$ cat config.mk
export PLATFORM = sky130hd
export DESIGN_NAME = csbu_top
export DESIGN_NICKNAME = d
export VERILOG_FILES = /design/src/verilog/csbu_top.v
export VERILOG_INCLUDE_DIRS = /design/src /design/src/verilog
export SDC_FILE = /design/constraint.sdc
export NUM_CORES = 1
export LEC_CHECK = 0
export BUFFER_PORTS_ARGS = -buffer_cell sky130_fd_sc_hd__clkbuf_2
export CORE_MARGIN = 1
export CORE_UTILIZATION = 58
export CTS_BUF_LIST = sky130_fd_sc_hd__clkbuf_4
export DETAILED_ROUTE_END_ITERATION = 10
export PLACE_DENSITY = 0.95
export SETUP_SLACK_MARGIN = 0.4
export SYNTH_ARGS = -nofsm -noshare
export SYNTH_HDL_FRONTEND = slang
export SYNTH_SLANG_ARGS = --single-unit
$ cat constraint.sdc
create_clock -name ref_clk -period 3.8 [get_ports ref_clk]
set_clock_uncertainty 0.05 [all_clocks]
set_input_delay 0.57 -clock ref_clk [delete_from_list [all_inputs] [get_ports ref_clk]]
set_output_delay 0.57 -clock ref_clk [all_outputs]
set_load 0.01 [all_outputs]
$ cat src/verilog/csbu_defines.vh
// constants for the compare, skip and branch unit
// assumes inclusion by bare name from the design file
`ifndef CSBU_DEFINES_VH
`define CSBU_DEFINES_VH

// register byte offsets
`define CSBU_ADDR_INSTR 8'h00
`define CSBU_ADDR_OPER 8'h04
`define CSBU_ADDR_PC 8'h08
`define CSBU_ADDR_STAT 8'h0c
`define CSBU_ADDR_RESULT 8'h10
`define CSBU_ADDR_MSB 7

// instruction word fields
`define CSBU_F_OP 3:0
`define CSBU_F_BIT 6:4
`define CSBU_F_K 13:7
`define CSBU_INSTR_W 14

// operand word fields
`define CSBU_F_REG 7:0
`define CSBU_F_IMM 15:8
`define CSBU_F_IO 23:16
`define CSBU_F_LONG 24
`define CSBU_OPER_W 25

// operation codes
`define CSBU_OP_CMP_IMM 4'h0
`define CSBU_OP_SKIP_REG_CLR 4'h1
`define CSBU_OP_SKIP_REG_SET 4'h2
`define CSBU_OP_SKIP_IO_CLR 4'h3
`define CSBU_OP_SKIP_IO_SET 4'h4
`define CSBU_OP_BR_FLAG_SET 4'h5
`define CSBU_OP_BR_FLAG_CLR 4'h6
`define CSBU_OP_BR_EQUAL 4'h7
`define CSBU_OP_BR_NOT_EQUAL 4'h8
`define CSBU_OP_BR_SAME_HIGHER 4'h9
`define CSBU_OP_BR_MINUS 4'ha

// status register bit positions
`define CSBU_SR_C 0
`define CSBU_SR_Z 1
`define CSBU_SR_N 2
`define CSBU_SR_V 3
`define CSBU_SR_S 4
`define CSBU_SR_H 5

// result word fields
`define CSBU_RES_BUSY 0
`define CSBU_RES_TAKEN 1
`define CSBU_RES_ILLEGAL 2
`define CSBU_F_RES_CYC 5:4

// cycle counts and program counter steps
`define CSBU_CYC_ONE 2'h1
`define CSBU_CYC_TWO 2'h2
`define CSBU_CYC_THREE 2'h3
`define CSBU_PC_STEP1 16'h0001
`define CSBU_PC_STEP2 16'h0002
`define CSBU_PC_STEP3 16'h0003

// reset values
`define CSBU_PC_RST 16'h0000
`define CSBU_SR_RST 8'h00
`define CSBU_INSTR_RST 14'h0000
`define CSBU_OPER_RST 25'h0000000

// bus responses
`define CSBU_RESP_OKAY 2'h0
`define CSBU_RESP_SLVERR 2'h2
`define CSBU_RESP_DECERR 2'h3

`endif

$ cat src/verilog/csbu_top.v
// compare, skip and branch unit of an 8-bit core, reached over axi4-lite
// assumes one 200 mhz clock and a synchronous active-low reset
//
// Summary of operation
// - compare immediate sets six flags, one cycle
// - register bit clear skips next, flags kept
// - register bit set skips next instruction
// - io bit clear skips next, 1 to 3 cycles
// - io bit set skips next, flags kept
// - flag set branch jumps pc plus k plus one
// - flag clear branch jumps, else falls through
// - equal branch jumps when zero flag set
// - not equal branch jumps when zero clear
// - same or higher branch jumps when carry clear
// - minus branch jumps when negative flag set
`timescale 1ns/10ps
`include "csbu_defines.vh"

module csbu_top (
  // clock and reset
  input wire ref_clk,
  input wire resetn,
  // write address channel
  input wire [31:0] s_axi_awaddr,
  input wire [2:0] s_axi_awprot,
  input wire s_axi_awvalid,
  output wire s_axi_awready,
  // write data channel
  input wire [31:0] s_axi_wdata,
  input wire [3:0] s_axi_wstrb,
  input wire s_axi_wvalid,
  output wire s_axi_wready,
  // write response channel
  output reg [1:0] s_axi_bresp,
  output reg s_axi_bvalid,
  input wire s_axi_bready,
  // read address channel
  input wire [31:0] s_axi_araddr,
  input wire [2:0] s_axi_arprot,
  input wire s_axi_arvalid,
  output wire s_axi_arready,
  // read data channel
  output reg [31:0] s_axi_rdata,
  output reg [1:0] s_axi_rresp,
  output reg s_axi_rvalid,
  input wire s_axi_rready,
  // execution state
  output wire busy
);

  localparam ST_IDLE = 1'b0;
  localparam ST_EXEC = 1'b1;
  ////////////////////////////////////////////////////////////////////////////
  // helpers
  // merge write data into an old word by byte strobes
  function [31:0] merge_bytes;
    input [31:0] old_word;
    input [31:0] new_word;
    input [3:0] strb;
    integer i;
    begin
      merge_bytes = old_word;
      for (i = 0; i < 4; i = i + 1) begin
        if (strb[i]) begin
          merge_bytes[i*8 +: 8] = new_word[i*8 +: 8];
        end
      end
    end
  endfunction
  // pick one bit of a byte
  function pick_bit;
    input [7:0] value;
    input [2:0] sel;
    begin
      pick_bit = value[sel];
    end
  endfunction
  // sign extend a 7-bit offset to program counter width
  function [15:0] sext_k;
    input [6:0] k;
    begin
      sext_k = {{9{k[6]}}, k};
    end
  endfunction
  ////////////////////////////////////////////////////////////////////////////
  // storage
  reg [`CSBU_INSTR_W-1:0] instr_reg;
  reg [`CSBU_OPER_W-1:0] oper_reg;
  reg [15:0] pc_reg;
  reg [7:0] sr_reg;
  reg state_reg;
  reg [1:0] cnt_reg;
  reg taken_reg;
  reg illegal_reg;
  reg [1:0] cyc_reg;
  reg aw_got_reg;
  reg w_got_reg;
  reg [`CSBU_ADDR_MSB:0] waddr_reg;
  reg [31:0] wdata_reg;
  reg [3:0] wstrb_reg;
  ////////////////////////////////////////////////////////////////////////////
  // decode of the current instruction
  wire [3:0] op = instr_reg[`CSBU_F_OP];
  wire [2:0] bsel = instr_reg[`CSBU_F_BIT];
  wire [6:0] koff = instr_reg[`CSBU_F_K];
  wire [7:0] rd = oper_reg[`CSBU_F_REG];
  wire [7:0] imm = oper_reg[`CSBU_F_IMM];
  wire [7:0] iov = oper_reg[`CSBU_F_IO];
  wire next_long = oper_reg[`CSBU_F_LONG];
  // compare difference and flags, difference itself is discarded
  wire [7:0] diff = rd - imm;
  wire cmp_h = (~rd[3] & imm[3]) | (imm[3] & diff[3]) | (diff[3] & ~rd[3]);
  wire cmp_v = (rd[7] & ~imm[7] & ~diff[7]) | (~rd[7] & imm[7] & diff[7]);
  wire cmp_n = diff[7];
  wire cmp_z = (diff == 8'h00);
  wire cmp_c = (~rd[7] & imm[7]) | (imm[7] & diff[7]) | (diff[7] & ~rd[7]);
  reg is_skip;
  reg is_branch;
  reg cond;
  reg legal;
  reg [1:0] cyc_need;
  reg [15:0] pc_new;
  reg [7:0] sr_new;
  always @* begin
    is_skip = 1'b0;
    is_branch = 1'b0;
    cond = 1'b0;
    legal = 1'b1;
    case (op)
      `CSBU_OP_CMP_IMM: begin
        cond = 1'b0;
      end
      `CSBU_OP_SKIP_REG_CLR: begin
        is_skip = 1'b1;
        cond = ~pick_bit(rd, bsel);
      end
      `CSBU_OP_SKIP_REG_SET: begin
        is_skip = 1'b1;
        cond = pick_bit(rd, bsel);
      end
      `CSBU_OP_SKIP_IO_CLR: begin
        is_skip = 1'b1;
        cond = ~pick_bit(iov, bsel);
      end
      `CSBU_OP_SKIP_IO_SET: begin
        is_skip = 1'b1;
        cond = pick_bit(iov, bsel);
      end
      `CSBU_OP_BR_FLAG_SET: begin
        is_branch = 1'b1;
        cond = pick_bit(sr_reg, bsel);
      end
      `CSBU_OP_BR_FLAG_CLR: begin
        is_branch = 1'b1;
        cond = ~pick_bit(sr_reg, bsel);
      end
      `CSBU_OP_BR_EQUAL: begin
        is_branch = 1'b1;
        cond = sr_reg[`CSBU_SR_Z];
      end
      `CSBU_OP_BR_NOT_EQUAL: begin
        is_branch = 1'b1;
        cond = ~sr_reg[`CSBU_SR_Z];
      end
      `CSBU_OP_BR_SAME_HIGHER: begin
        is_branch = 1'b1;
        cond = ~sr_reg[`CSBU_SR_C];
      end
      `CSBU_OP_BR_MINUS: begin
        is_branch = 1'b1;
        cond = sr_reg[`CSBU_SR_N];
      end
      default: begin
        legal = 1'b0;
      end
    endcase
  end

  // outcome: new program counter, new flags, cycles needed
  always @* begin
    pc_new = pc_reg + `CSBU_PC_STEP1;
    sr_new = sr_reg;
    cyc_need = `CSBU_CYC_ONE;
    if (legal && (op == `CSBU_OP_CMP_IMM)) begin
      sr_new[`CSBU_SR_H] = cmp_h;
      sr_new[`CSBU_SR_V] = cmp_v;
      sr_new[`CSBU_SR_N] = cmp_n;
      sr_new[`CSBU_SR_Z] = cmp_z;
      sr_new[`CSBU_SR_C] = cmp_c;
      sr_new[`CSBU_SR_S] = cmp_n ^ cmp_v;
    end else if (is_skip && cond) begin
      // skip over a one- or two-word follower
      if (next_long) begin
        pc_new = pc_reg + `CSBU_PC_STEP3;
        cyc_need = `CSBU_CYC_THREE;
      end else begin
        pc_new = pc_reg + `CSBU_PC_STEP2;
        cyc_need = `CSBU_CYC_TWO;
      end
    end else if (is_branch && cond) begin
      pc_new = pc_reg + sext_k(koff) + `CSBU_PC_STEP1;
      cyc_need = `CSBU_CYC_TWO;
    end
  end
  ////////////////////////////////////////////////////////////////////////////
  // bus write path
  wire wr_fire = aw_got_reg & w_got_reg & ~s_axi_bvalid;
  wire wr_hit = (waddr_reg == `CSBU_ADDR_INSTR) | (waddr_reg == `CSBU_ADDR_OPER) |
                (waddr_reg == `CSBU_ADDR_PC) | (waddr_reg == `CSBU_ADDR_STAT) |
                (waddr_reg == `CSBU_ADDR_RESULT);
  wire wr_ok = wr_fire & wr_hit & (state_reg == ST_IDLE) &
               (waddr_reg != `CSBU_ADDR_RESULT);
  wire exec_done = (state_reg == ST_EXEC) & ((cnt_reg + `CSBU_CYC_ONE) == cyc_need);
  assign s_axi_awready = ~aw_got_reg & ~s_axi_bvalid;
  assign s_axi_wready = ~w_got_reg & ~s_axi_bvalid;
  assign busy = (state_reg == ST_EXEC);
  always @(posedge ref_clk) begin
    if (!resetn) begin
      aw_got_reg <= 1'b0;
      w_got_reg <= 1'b0;
      waddr_reg <= 8'h00;
      wdata_reg <= 32'h00000000;
      wstrb_reg <= 4'h0;
      s_axi_bvalid <= 1'b0;
      s_axi_bresp <= `CSBU_RESP_OKAY;
    end else begin
      if (s_axi_awvalid && s_axi_awready) begin
        aw_got_reg <= 1'b1;
        waddr_reg <= {s_axi_awaddr[`CSBU_ADDR_MSB:2], 2'b00};
      end
      if (s_axi_wvalid && s_axi_wready) begin
        w_got_reg <= 1'b1;
        wdata_reg <= s_axi_wdata;
        wstrb_reg <= s_axi_wstrb;
      end
      if (wr_fire) begin
        aw_got_reg <= 1'b0;
        w_got_reg <= 1'b0;
        s_axi_bvalid <= 1'b1;
        if (!wr_hit) begin
          s_axi_bresp <= `CSBU_RESP_DECERR;
        end else if (!wr_ok) begin
          s_axi_bresp <= `CSBU_RESP_SLVERR;
        end else begin
          s_axi_bresp <= `CSBU_RESP_OKAY;
        end
      end else if (s_axi_bvalid && s_axi_bready) begin
        s_axi_bvalid <= 1'b0;
      end
    end
  end
  ////////////////////////////////////////////////////////////////////////////
  // registers and execution sequencer
  wire [31:0] instr_word = {{(32-`CSBU_INSTR_W){1'b0}}, instr_reg};
  wire [31:0] oper_word = {{(32-`CSBU_OPER_W){1'b0}}, oper_reg};
  wire [31:0] instr_m = merge_bytes(instr_word, wdata_reg, wstrb_reg);
  wire [31:0] oper_m = merge_bytes(oper_word, wdata_reg, wstrb_reg);
  wire [31:0] pc_m = merge_bytes({16'h0000, pc_reg}, wdata_reg, wstrb_reg);
  wire [31:0] sr_m = merge_bytes({24'h000000, sr_reg}, wdata_reg, wstrb_reg);
  always @(posedge ref_clk) begin
    if (!resetn) begin
      instr_reg <= `CSBU_INSTR_RST;
      oper_reg <= `CSBU_OPER_RST;
      pc_reg <= `CSBU_PC_RST;
      sr_reg <= `CSBU_SR_RST;
      state_reg <= ST_IDLE;
      cnt_reg <= 2'h0;
      taken_reg <= 1'b0;
      illegal_reg <= 1'b0;
      cyc_reg <= 2'h0;
    end else begin
      case (state_reg)
        ST_IDLE: begin
          if (wr_ok) begin
            case (waddr_reg)
              `CSBU_ADDR_INSTR: begin
                // a write here launches execution
                instr_reg <= instr_m[`CSBU_INSTR_W-1:0];
                state_reg <= ST_EXEC;
                cnt_reg <= 2'h0;
              end
              `CSBU_ADDR_OPER: begin
                oper_reg <= oper_m[`CSBU_OPER_W-1:0];
              end
              `CSBU_ADDR_PC: begin
                pc_reg <= pc_m[15:0];
              end
              `CSBU_ADDR_STAT: begin
                sr_reg <= sr_m[7:0];
              end
              default: begin
              end
            endcase
          end
        end
        ST_EXEC: begin
          if (exec_done) begin
            // commit at the last cycle of the instruction
            pc_reg <= pc_new;
            sr_reg <= sr_new;
            taken_reg <= cond & (is_skip | is_branch);
            illegal_reg <= ~legal;
            cyc_reg <= cyc_need;
            state_reg <= ST_IDLE;
          end else begin
            cnt_reg <= cnt_reg + `CSBU_CYC_ONE;
          end
        end
        default: begin
          state_reg <= ST_IDLE;
        end
      endcase
    end
  end
  ////////////////////////////////////////////////////////////////////////////
  // bus read path
  assign s_axi_arready = ~s_axi_rvalid;
  wire [`CSBU_ADDR_MSB:0] raddr = {s_axi_araddr[`CSBU_ADDR_MSB:2], 2'b00};
  reg [31:0] rd_word;
  reg rd_hit;

  always @* begin
    rd_word = 32'h00000000;
    rd_hit = 1'b1;
    case (raddr)
      `CSBU_ADDR_INSTR: begin
        rd_word = instr_word;
      end
      `CSBU_ADDR_OPER: begin
        rd_word = oper_word;
      end
      `CSBU_ADDR_PC: begin
        rd_word = {16'h0000, pc_reg};
      end
      `CSBU_ADDR_STAT: begin
        rd_word = {24'h000000, sr_reg};
      end
      `CSBU_ADDR_RESULT: begin
        rd_word[`CSBU_RES_BUSY] = busy;
        rd_word[`CSBU_RES_TAKEN] = taken_reg;
        rd_word[`CSBU_RES_ILLEGAL] = illegal_reg;
        rd_word[`CSBU_F_RES_CYC] = cyc_reg;
      end
      default: begin
        rd_hit = 1'b0;
      end
    endcase
  end

  always @(posedge ref_clk) begin
    if (!resetn) begin
      s_axi_rvalid <= 1'b0;
      s_axi_rdata <= 32'h00000000;
      s_axi_rresp <= `CSBU_RESP_OKAY;
    end else begin
      if (s_axi_arvalid && s_axi_arready) begin
        s_axi_rvalid <= 1'b1;
        s_axi_rdata <= rd_word;
        s_axi_rresp <= rd_hit ? `CSBU_RESP_OKAY : `CSBU_RESP_DECERR;
      end else if (s_axi_rvalid && s_axi_rready) begin
        s_axi_rvalid <= 1'b0;
      end
    end
  end

endmodule // csbu_top

-- Word level (Yosys, flattened, before mapping)
Cells that the tools add are included.
- bits in registers: 145
- input bits: 113
- magnitude comparators: 1
- multiplexer cells: 49
- bitwise operators: 45
- reductions and logical operators: 31
- eq/ne operators: 29
- add/subtract/negate cells: 7
- operator list (kind ; count):
    $mux W16 ; 7
    $pmux W19 S4 ; 1
    $reduce_and A4 Y1 ; 9
    $add A16 B1 Y16 const B ; 2
    $add A16 B2 Y16 const B ; 2
    $mux W8 ; 4
    $pmux W16 S2 ; 1
    $eq A6 B2 Y1 const B ; 4
    $logic_not A8 Y1 ; 3
    $and A1 B1 Y1 ; 18
    $mux W2 ; 9
    $add A16 B16 Y16 ; 1
    $eq A4 B3 Y1 const B ; 4
    $not A1 Y1 ; 16
    $pmux W8 S2 ; 1
    $mux W1 ; 15
    $pmux W3 S5 ; 1
    $ne A2 B2 Y1 const B ; 7
    $eq A4 B4 Y1 const B ; 3
    $eq A6 B1 Y1 const B ; 2
    $eq A6 B3 Y1 const B ; 2
    $mux W6 ; 2
    $reduce_or A11 Y1 ; 1
    $or A1 B1 Y1 ; 10
    25 further kinds ; 37

-- Logic depth before layout (Yosys ltp)
- depth in word-level cells: 12
- gate-level depth with buffers: 15
- gate-level depth less buffers: 15

-- Worst setup path after synthesis
Ideal clock, no wire load.
- path kind: register to register
- start point: reg oper_reg[9]
- end point: reg sr_reg[1]
- setup time: 0.091 ns
- path slack: 0.496 ns
- arrival: 3.163 ns
- required time: 3.659 ns
- period minus slack after synthesis: 3.304 ns
- cell stages (with the launch flop): 16
- buffers on the path: 0
- path through: dfxtp_1 > inv_1 > ha_1 > nor2b_1 > o21ai_0 > a21boi_0 > o21ai_0 > nand2b_1 > a21o_1 > a21o_1 > fa_1 > nor2_1 > nand4_1 > a221oi_1 > a31oi_1 > a311oi_1
- word-level cells in the longest chain between the ends: 5
- RTL lines (element ; line ; source):
    from (decl) ; csbu_top.v:88 ; reg [`CSBU_OPER_W-1:0] oper_reg;
    from (signal assigned) ; csbu_top.v:263 ; oper_reg <= `CSBU_OPER_RST;
    from (signal assigned) ; csbu_top.v:283 ; oper_reg <= oper_m[`CSBU_OPER_W-1:0];
    $sub A8 B8 Y8 ; csbu_top.v:111 ; wire [7:0] diff = rd - imm;
    $logic_not A8 Y1 ; csbu_top.v:115 ; wire cmp_z = (diff == 8'h00);
    $mux W6 ; csbu_top.v:184 ; if (legal && (op == `CSBU_OP_CMP_IMM)) begin
    $mux W6 ; csbu_top.v:297 ; if (exec_done) begin
    $pmux W8 S2 ; csbu_top.v:272 ; case (state_reg)
    to (signal assigned) ; csbu_top.v:265 ; sr_reg <= `CSBU_SR_RST;
    to (signal assigned) ; csbu_top.v:289 ; sr_reg <= sr_m[7:0];
    to (signal assigned) ; csbu_top.v:300 ; sr_reg <= sr_new;
    to (decl) ; csbu_top.v:90 ; reg [7:0] sr_reg;
Every way passes these cells. The select of a mux whose other input is x is not followed.
A chain may end at the register's enable or synchronous reset.

-- Worst setup path in the final report
- start point: reg oper_reg[0]
- end point: reg sr_reg[1]
- word-level cells in the longest chain between the ends: 12
- RTL lines (element ; line ; source):
    $bmux W1 S3 ; csbu_top.v:75 ; pick_bit = value[sel];
    $mux W1 (not written as such) ; csbu_top.v:75 ;
    $not A1 Y1 ; csbu_top.v:135 ; cond = ~pick_bit(rd, bsel);
    $pmux W1 S10 ; csbu_top.v:129 ; case (op)
    $logic_and A1 B1 Y1 ; csbu_top.v:200 ; end else if (is_branch && cond) begin
    $mux W2 ; csbu_top.v:200 ;
    $mux W2 ; csbu_top.v:191 ; end else if (is_skip && cond) begin
    $mux W2 ; csbu_top.v:184 ;
    $eq A2 B2 Y1 ; csbu_top.v:213 ; wire exec_done = (state_reg == ST_EXEC) & ((cnt_reg + `CSBU_CYC_ONE) == cyc_need);
    $and A1 B1 Y1 ; csbu_top.v:213 ;
    $ne A2 B1 Y1 (no line) ; -- ;
    $reduce_and A5 Y1 (no line) ; -- ;
Parallel ways exist; a longest one is shown, timed or not. The select of a mux whose other input is x is not followed.

==> results.md <==
- RSZ-0062 raised after global routing: true
- Layout Nets: 1,171
- GPL Wtd Cong: 1.01
- Crit-path max cell delay: between 0.4 and 0.5 ns
- Setup crit start: oper_reg[0]
- Max Clk Rate: 286 MHz
- Flop2flop setup slack: 0.30 ns
- Worst slew pin tran: 0.931 ns
- DIE AREA: 0.0143 mm²
- Final worst path period share: 92.1%
- Synth warn: 0
- Clk_lat worst skew: 0.58 ns
- Register area: approximately 0.0027 mm²
- EDFF count, synth: 0
- Max transition margin: 37.4%
- Via-to-Cell Ratio: 6.54
- Final hold vios: 0
- Routed Antenna Nets: 0
- Synth area leaders: dfxtp_1 34%, mux2i_1 7.6%, nand2_1 5.8%, nor2_1 5.5%, a21oi_1 5.0%
- Hold_ws: between 0.1 and 0.15 ns
- Drt wl/cell: 19.9 µm
- Port Buffer Count: 82
- Die height: 120 µm
- Critical R2R Launch: oper_reg[0]
- Synth top area share: 34.1%
- Mapped Area: a little over 0.008 mm²
- Total track usage: around a third
- Number of I/O pins: 155
- Setup TNS: 0 ns
- Critical path launch point type: register
- Min Clock Period, post-route: approximately 3.5 ns
- Slew Limit Fails: 0
- CP bufs+invs: 1
- Min-Delay Path Class: in -> reg
- Max Cap Viol: 0
- DR DRC count: 0
- FFs w/ async S/R, synth: 0%
- Most frequent cells after synthesis: 137 x dfxtp_1, 124 x nand2_1, 117 x nor2_1
- Via count of the first global-routing pass: 7,075
- Global route overflow: 0
- Crit path required time: 4.23 ns
- P per Cell Area: 326 mW/mm²
- Crit Path Class: reg -> reg
- Slowest-stage cell, CP: fa_2
- CTS max path bufs: 2
- Row Count: 42
- # fillers: 1,049
- CP Capture Point: sr_reg[1]
- Share of layout cells above drive strength 1: between 15 and 20%
- Die width: 120 µm
- H-tree levels: 4
- Mean Syn Cell Area: 8.22 µm²
- 1st-iter DRT viols: roughly 1,100
- CP max FO: 3
- Crit-path cells: inv_1, ha_1, nor2b_1, o21ai_1, a21boi_1, o21ai_1, nand2b_1, a21o_1, a21o_1, fa_2, nor2_1, nand4_1, a221oi_2, nand3_1, a311oi_1
- TritonCTS buffer count: 17
- Setup violations, final: 0
- Leading area contributor after synthesis: dfxtp_1
- Total wire length: around 24 mm
- Yosys reg bits: 137
- CTS tree: yes
- Initial antenna violation count: 2
- Leak: 0.00337 µW
- CP delay by family, top: compound AO/OA/AOI/OAI gates
- CORE AREA: 0.0134 mm²
- Worst Setup End Kind: register
- First-pass GRT wire length: 37.4 mm
- Peak supply drop: 0.000334 V
- Root buffer cell: clkbuf_4
- Synth Instances: between 900 and 1,000
- Worst path depth: 15
- Pin count of the biggest net entering global routing: 74
- Hold Buf Count CTS: 0
- Drt pass-1 iters: 8
- Distinct cells, synth: 74
- Run status: completed
- Footprint of the multi-input gates: 0.00489 mm²
- Initial Util: between 60% and 70%
- Main synth FF type: dfxtp_1
- Data arrival, critical path: 3.93 ns
- R2R depth: 15
- Count leader, synth: dfxtp_1
- Clk slew on worst S/H paths: 0.12 ns
- Post-synthesis sequential area ratio: 34.1%
- Synthesis-to-layout area growth: 9.57%
- Detailed Place HPWL: 16.7 mm
- Routed vias: 7,936
- TritonCTS Sinks: around 140
- Worst r2r dst: sr_reg[1]
metrics by stage:
stage	worst slack (ns)	power [µW]	cells	util [%]	area [µm²]
after detailed placement	0.281	1780	1178	63.0	8440
after CTS	0.412	2870	1209	65.5	8780
after global placement	0.431	1770	1178	63.0	8440
after global routing	0.214	2960	1212	65.7	8810
final	0.300	2880	1213	65.8	8810
after floorplan	0.496	1700	985	-	8070
layout make-up:
cell class,count,area share (%)
Sequential cell,137,31.2
Antenna cell,1,0.0284
Inverter,26,1.12
Multi-Input combinational cell,745,55.5
Tap cell,176,2.50
Timing Repair Buffer,97,5.93
Clock buffer,18,1.53
Clock inverter,13,2.19
per-layer routing:
| metal | global-route usage (%) | share of wire (%) | up-vias |
|---|---|---|---|
| met5 | 0 | 0 | - |
| met4 | 16.4 | 5.6 | 0 |
| met3 | 11.6 | 13 | 132 |
| met2 | 52.2 | 44 | 578 |
| met1 | 42.1 | 38 | 3672 |
| li1 | - | - | 3554 |
power by group:
group	internal [µW]	switching, µW	total [µW]
Clock	536	584	1120
Combinational	87.0	146	233
Sequential	1470	51.1	1520
cells in the final DEF (no fill, tap or decap), types with 4 or more instances in the layout:
cell type	instances
nor2b_1	13
nand2_1	124
xor2_1	15
a22oi_1	27
bufinv_16	4
a21oi_1	80
buf_4	15
nand3_1	20
a311oi_1	6
a21o_1	5
clkbuf_4	18
nand2b_1	10
and2_1	7
clkbuf_2	82
mux4_2	9
a211oi_1	6
mux2i_1	61
mux2_2	9
nand4_1	6
xnor2_1	15
dfxtp_1	134
o22ai_1	7
inv_1	25
nor3_1	23
fa_1	4
o211ai_1	8
nor2_1	117
conb_1	7
o21a_1	8
ha_1	29
a221oi_1	4
or3_1	5
a31oi_1	9
o21ai_0	40
worst min path at each step:
stage                       start            end  slack [ns]  cells past startpoint
floorplan            wstrb_reg[2]   wstrb_reg[2]        0.38                      2
finish               s_axi_rready   s_axi_rvalid        0.13                      2
global placement     wstrb_reg[2]   wstrb_reg[2]        0.39                      2
global route         s_axi_rready   s_axi_rvalid         0.1                      2
detailed placement  wdata_reg[22]  wdata_reg[22]        0.40                      2
CTS                  s_axi_rready   s_axi_rvalid        0.11                      2
cell families after synthesis:
kind of cell    share of synthesized area (%)
buf+inv                                  5.54
mux                                      11.7
compound gates                           19.6
other cells                            0.0466
xor+xnor                                 3.27
simple gates                             20.1
fa+ha+maj                                5.76
flops                                    34.1
timing repair:
| item | 4_1_cts | 5_1_grt |
|---|---|---|
| gates resized for setup | 3 | 6 |
| setup buffers | 0 | 3 |
| pin swaps | 0 | 6 |
| endpoints found under the hold margin | 0 | 0 |
| setup endpoints to repair | 1 | 11 |
Power figures use the tool's default switching activity.
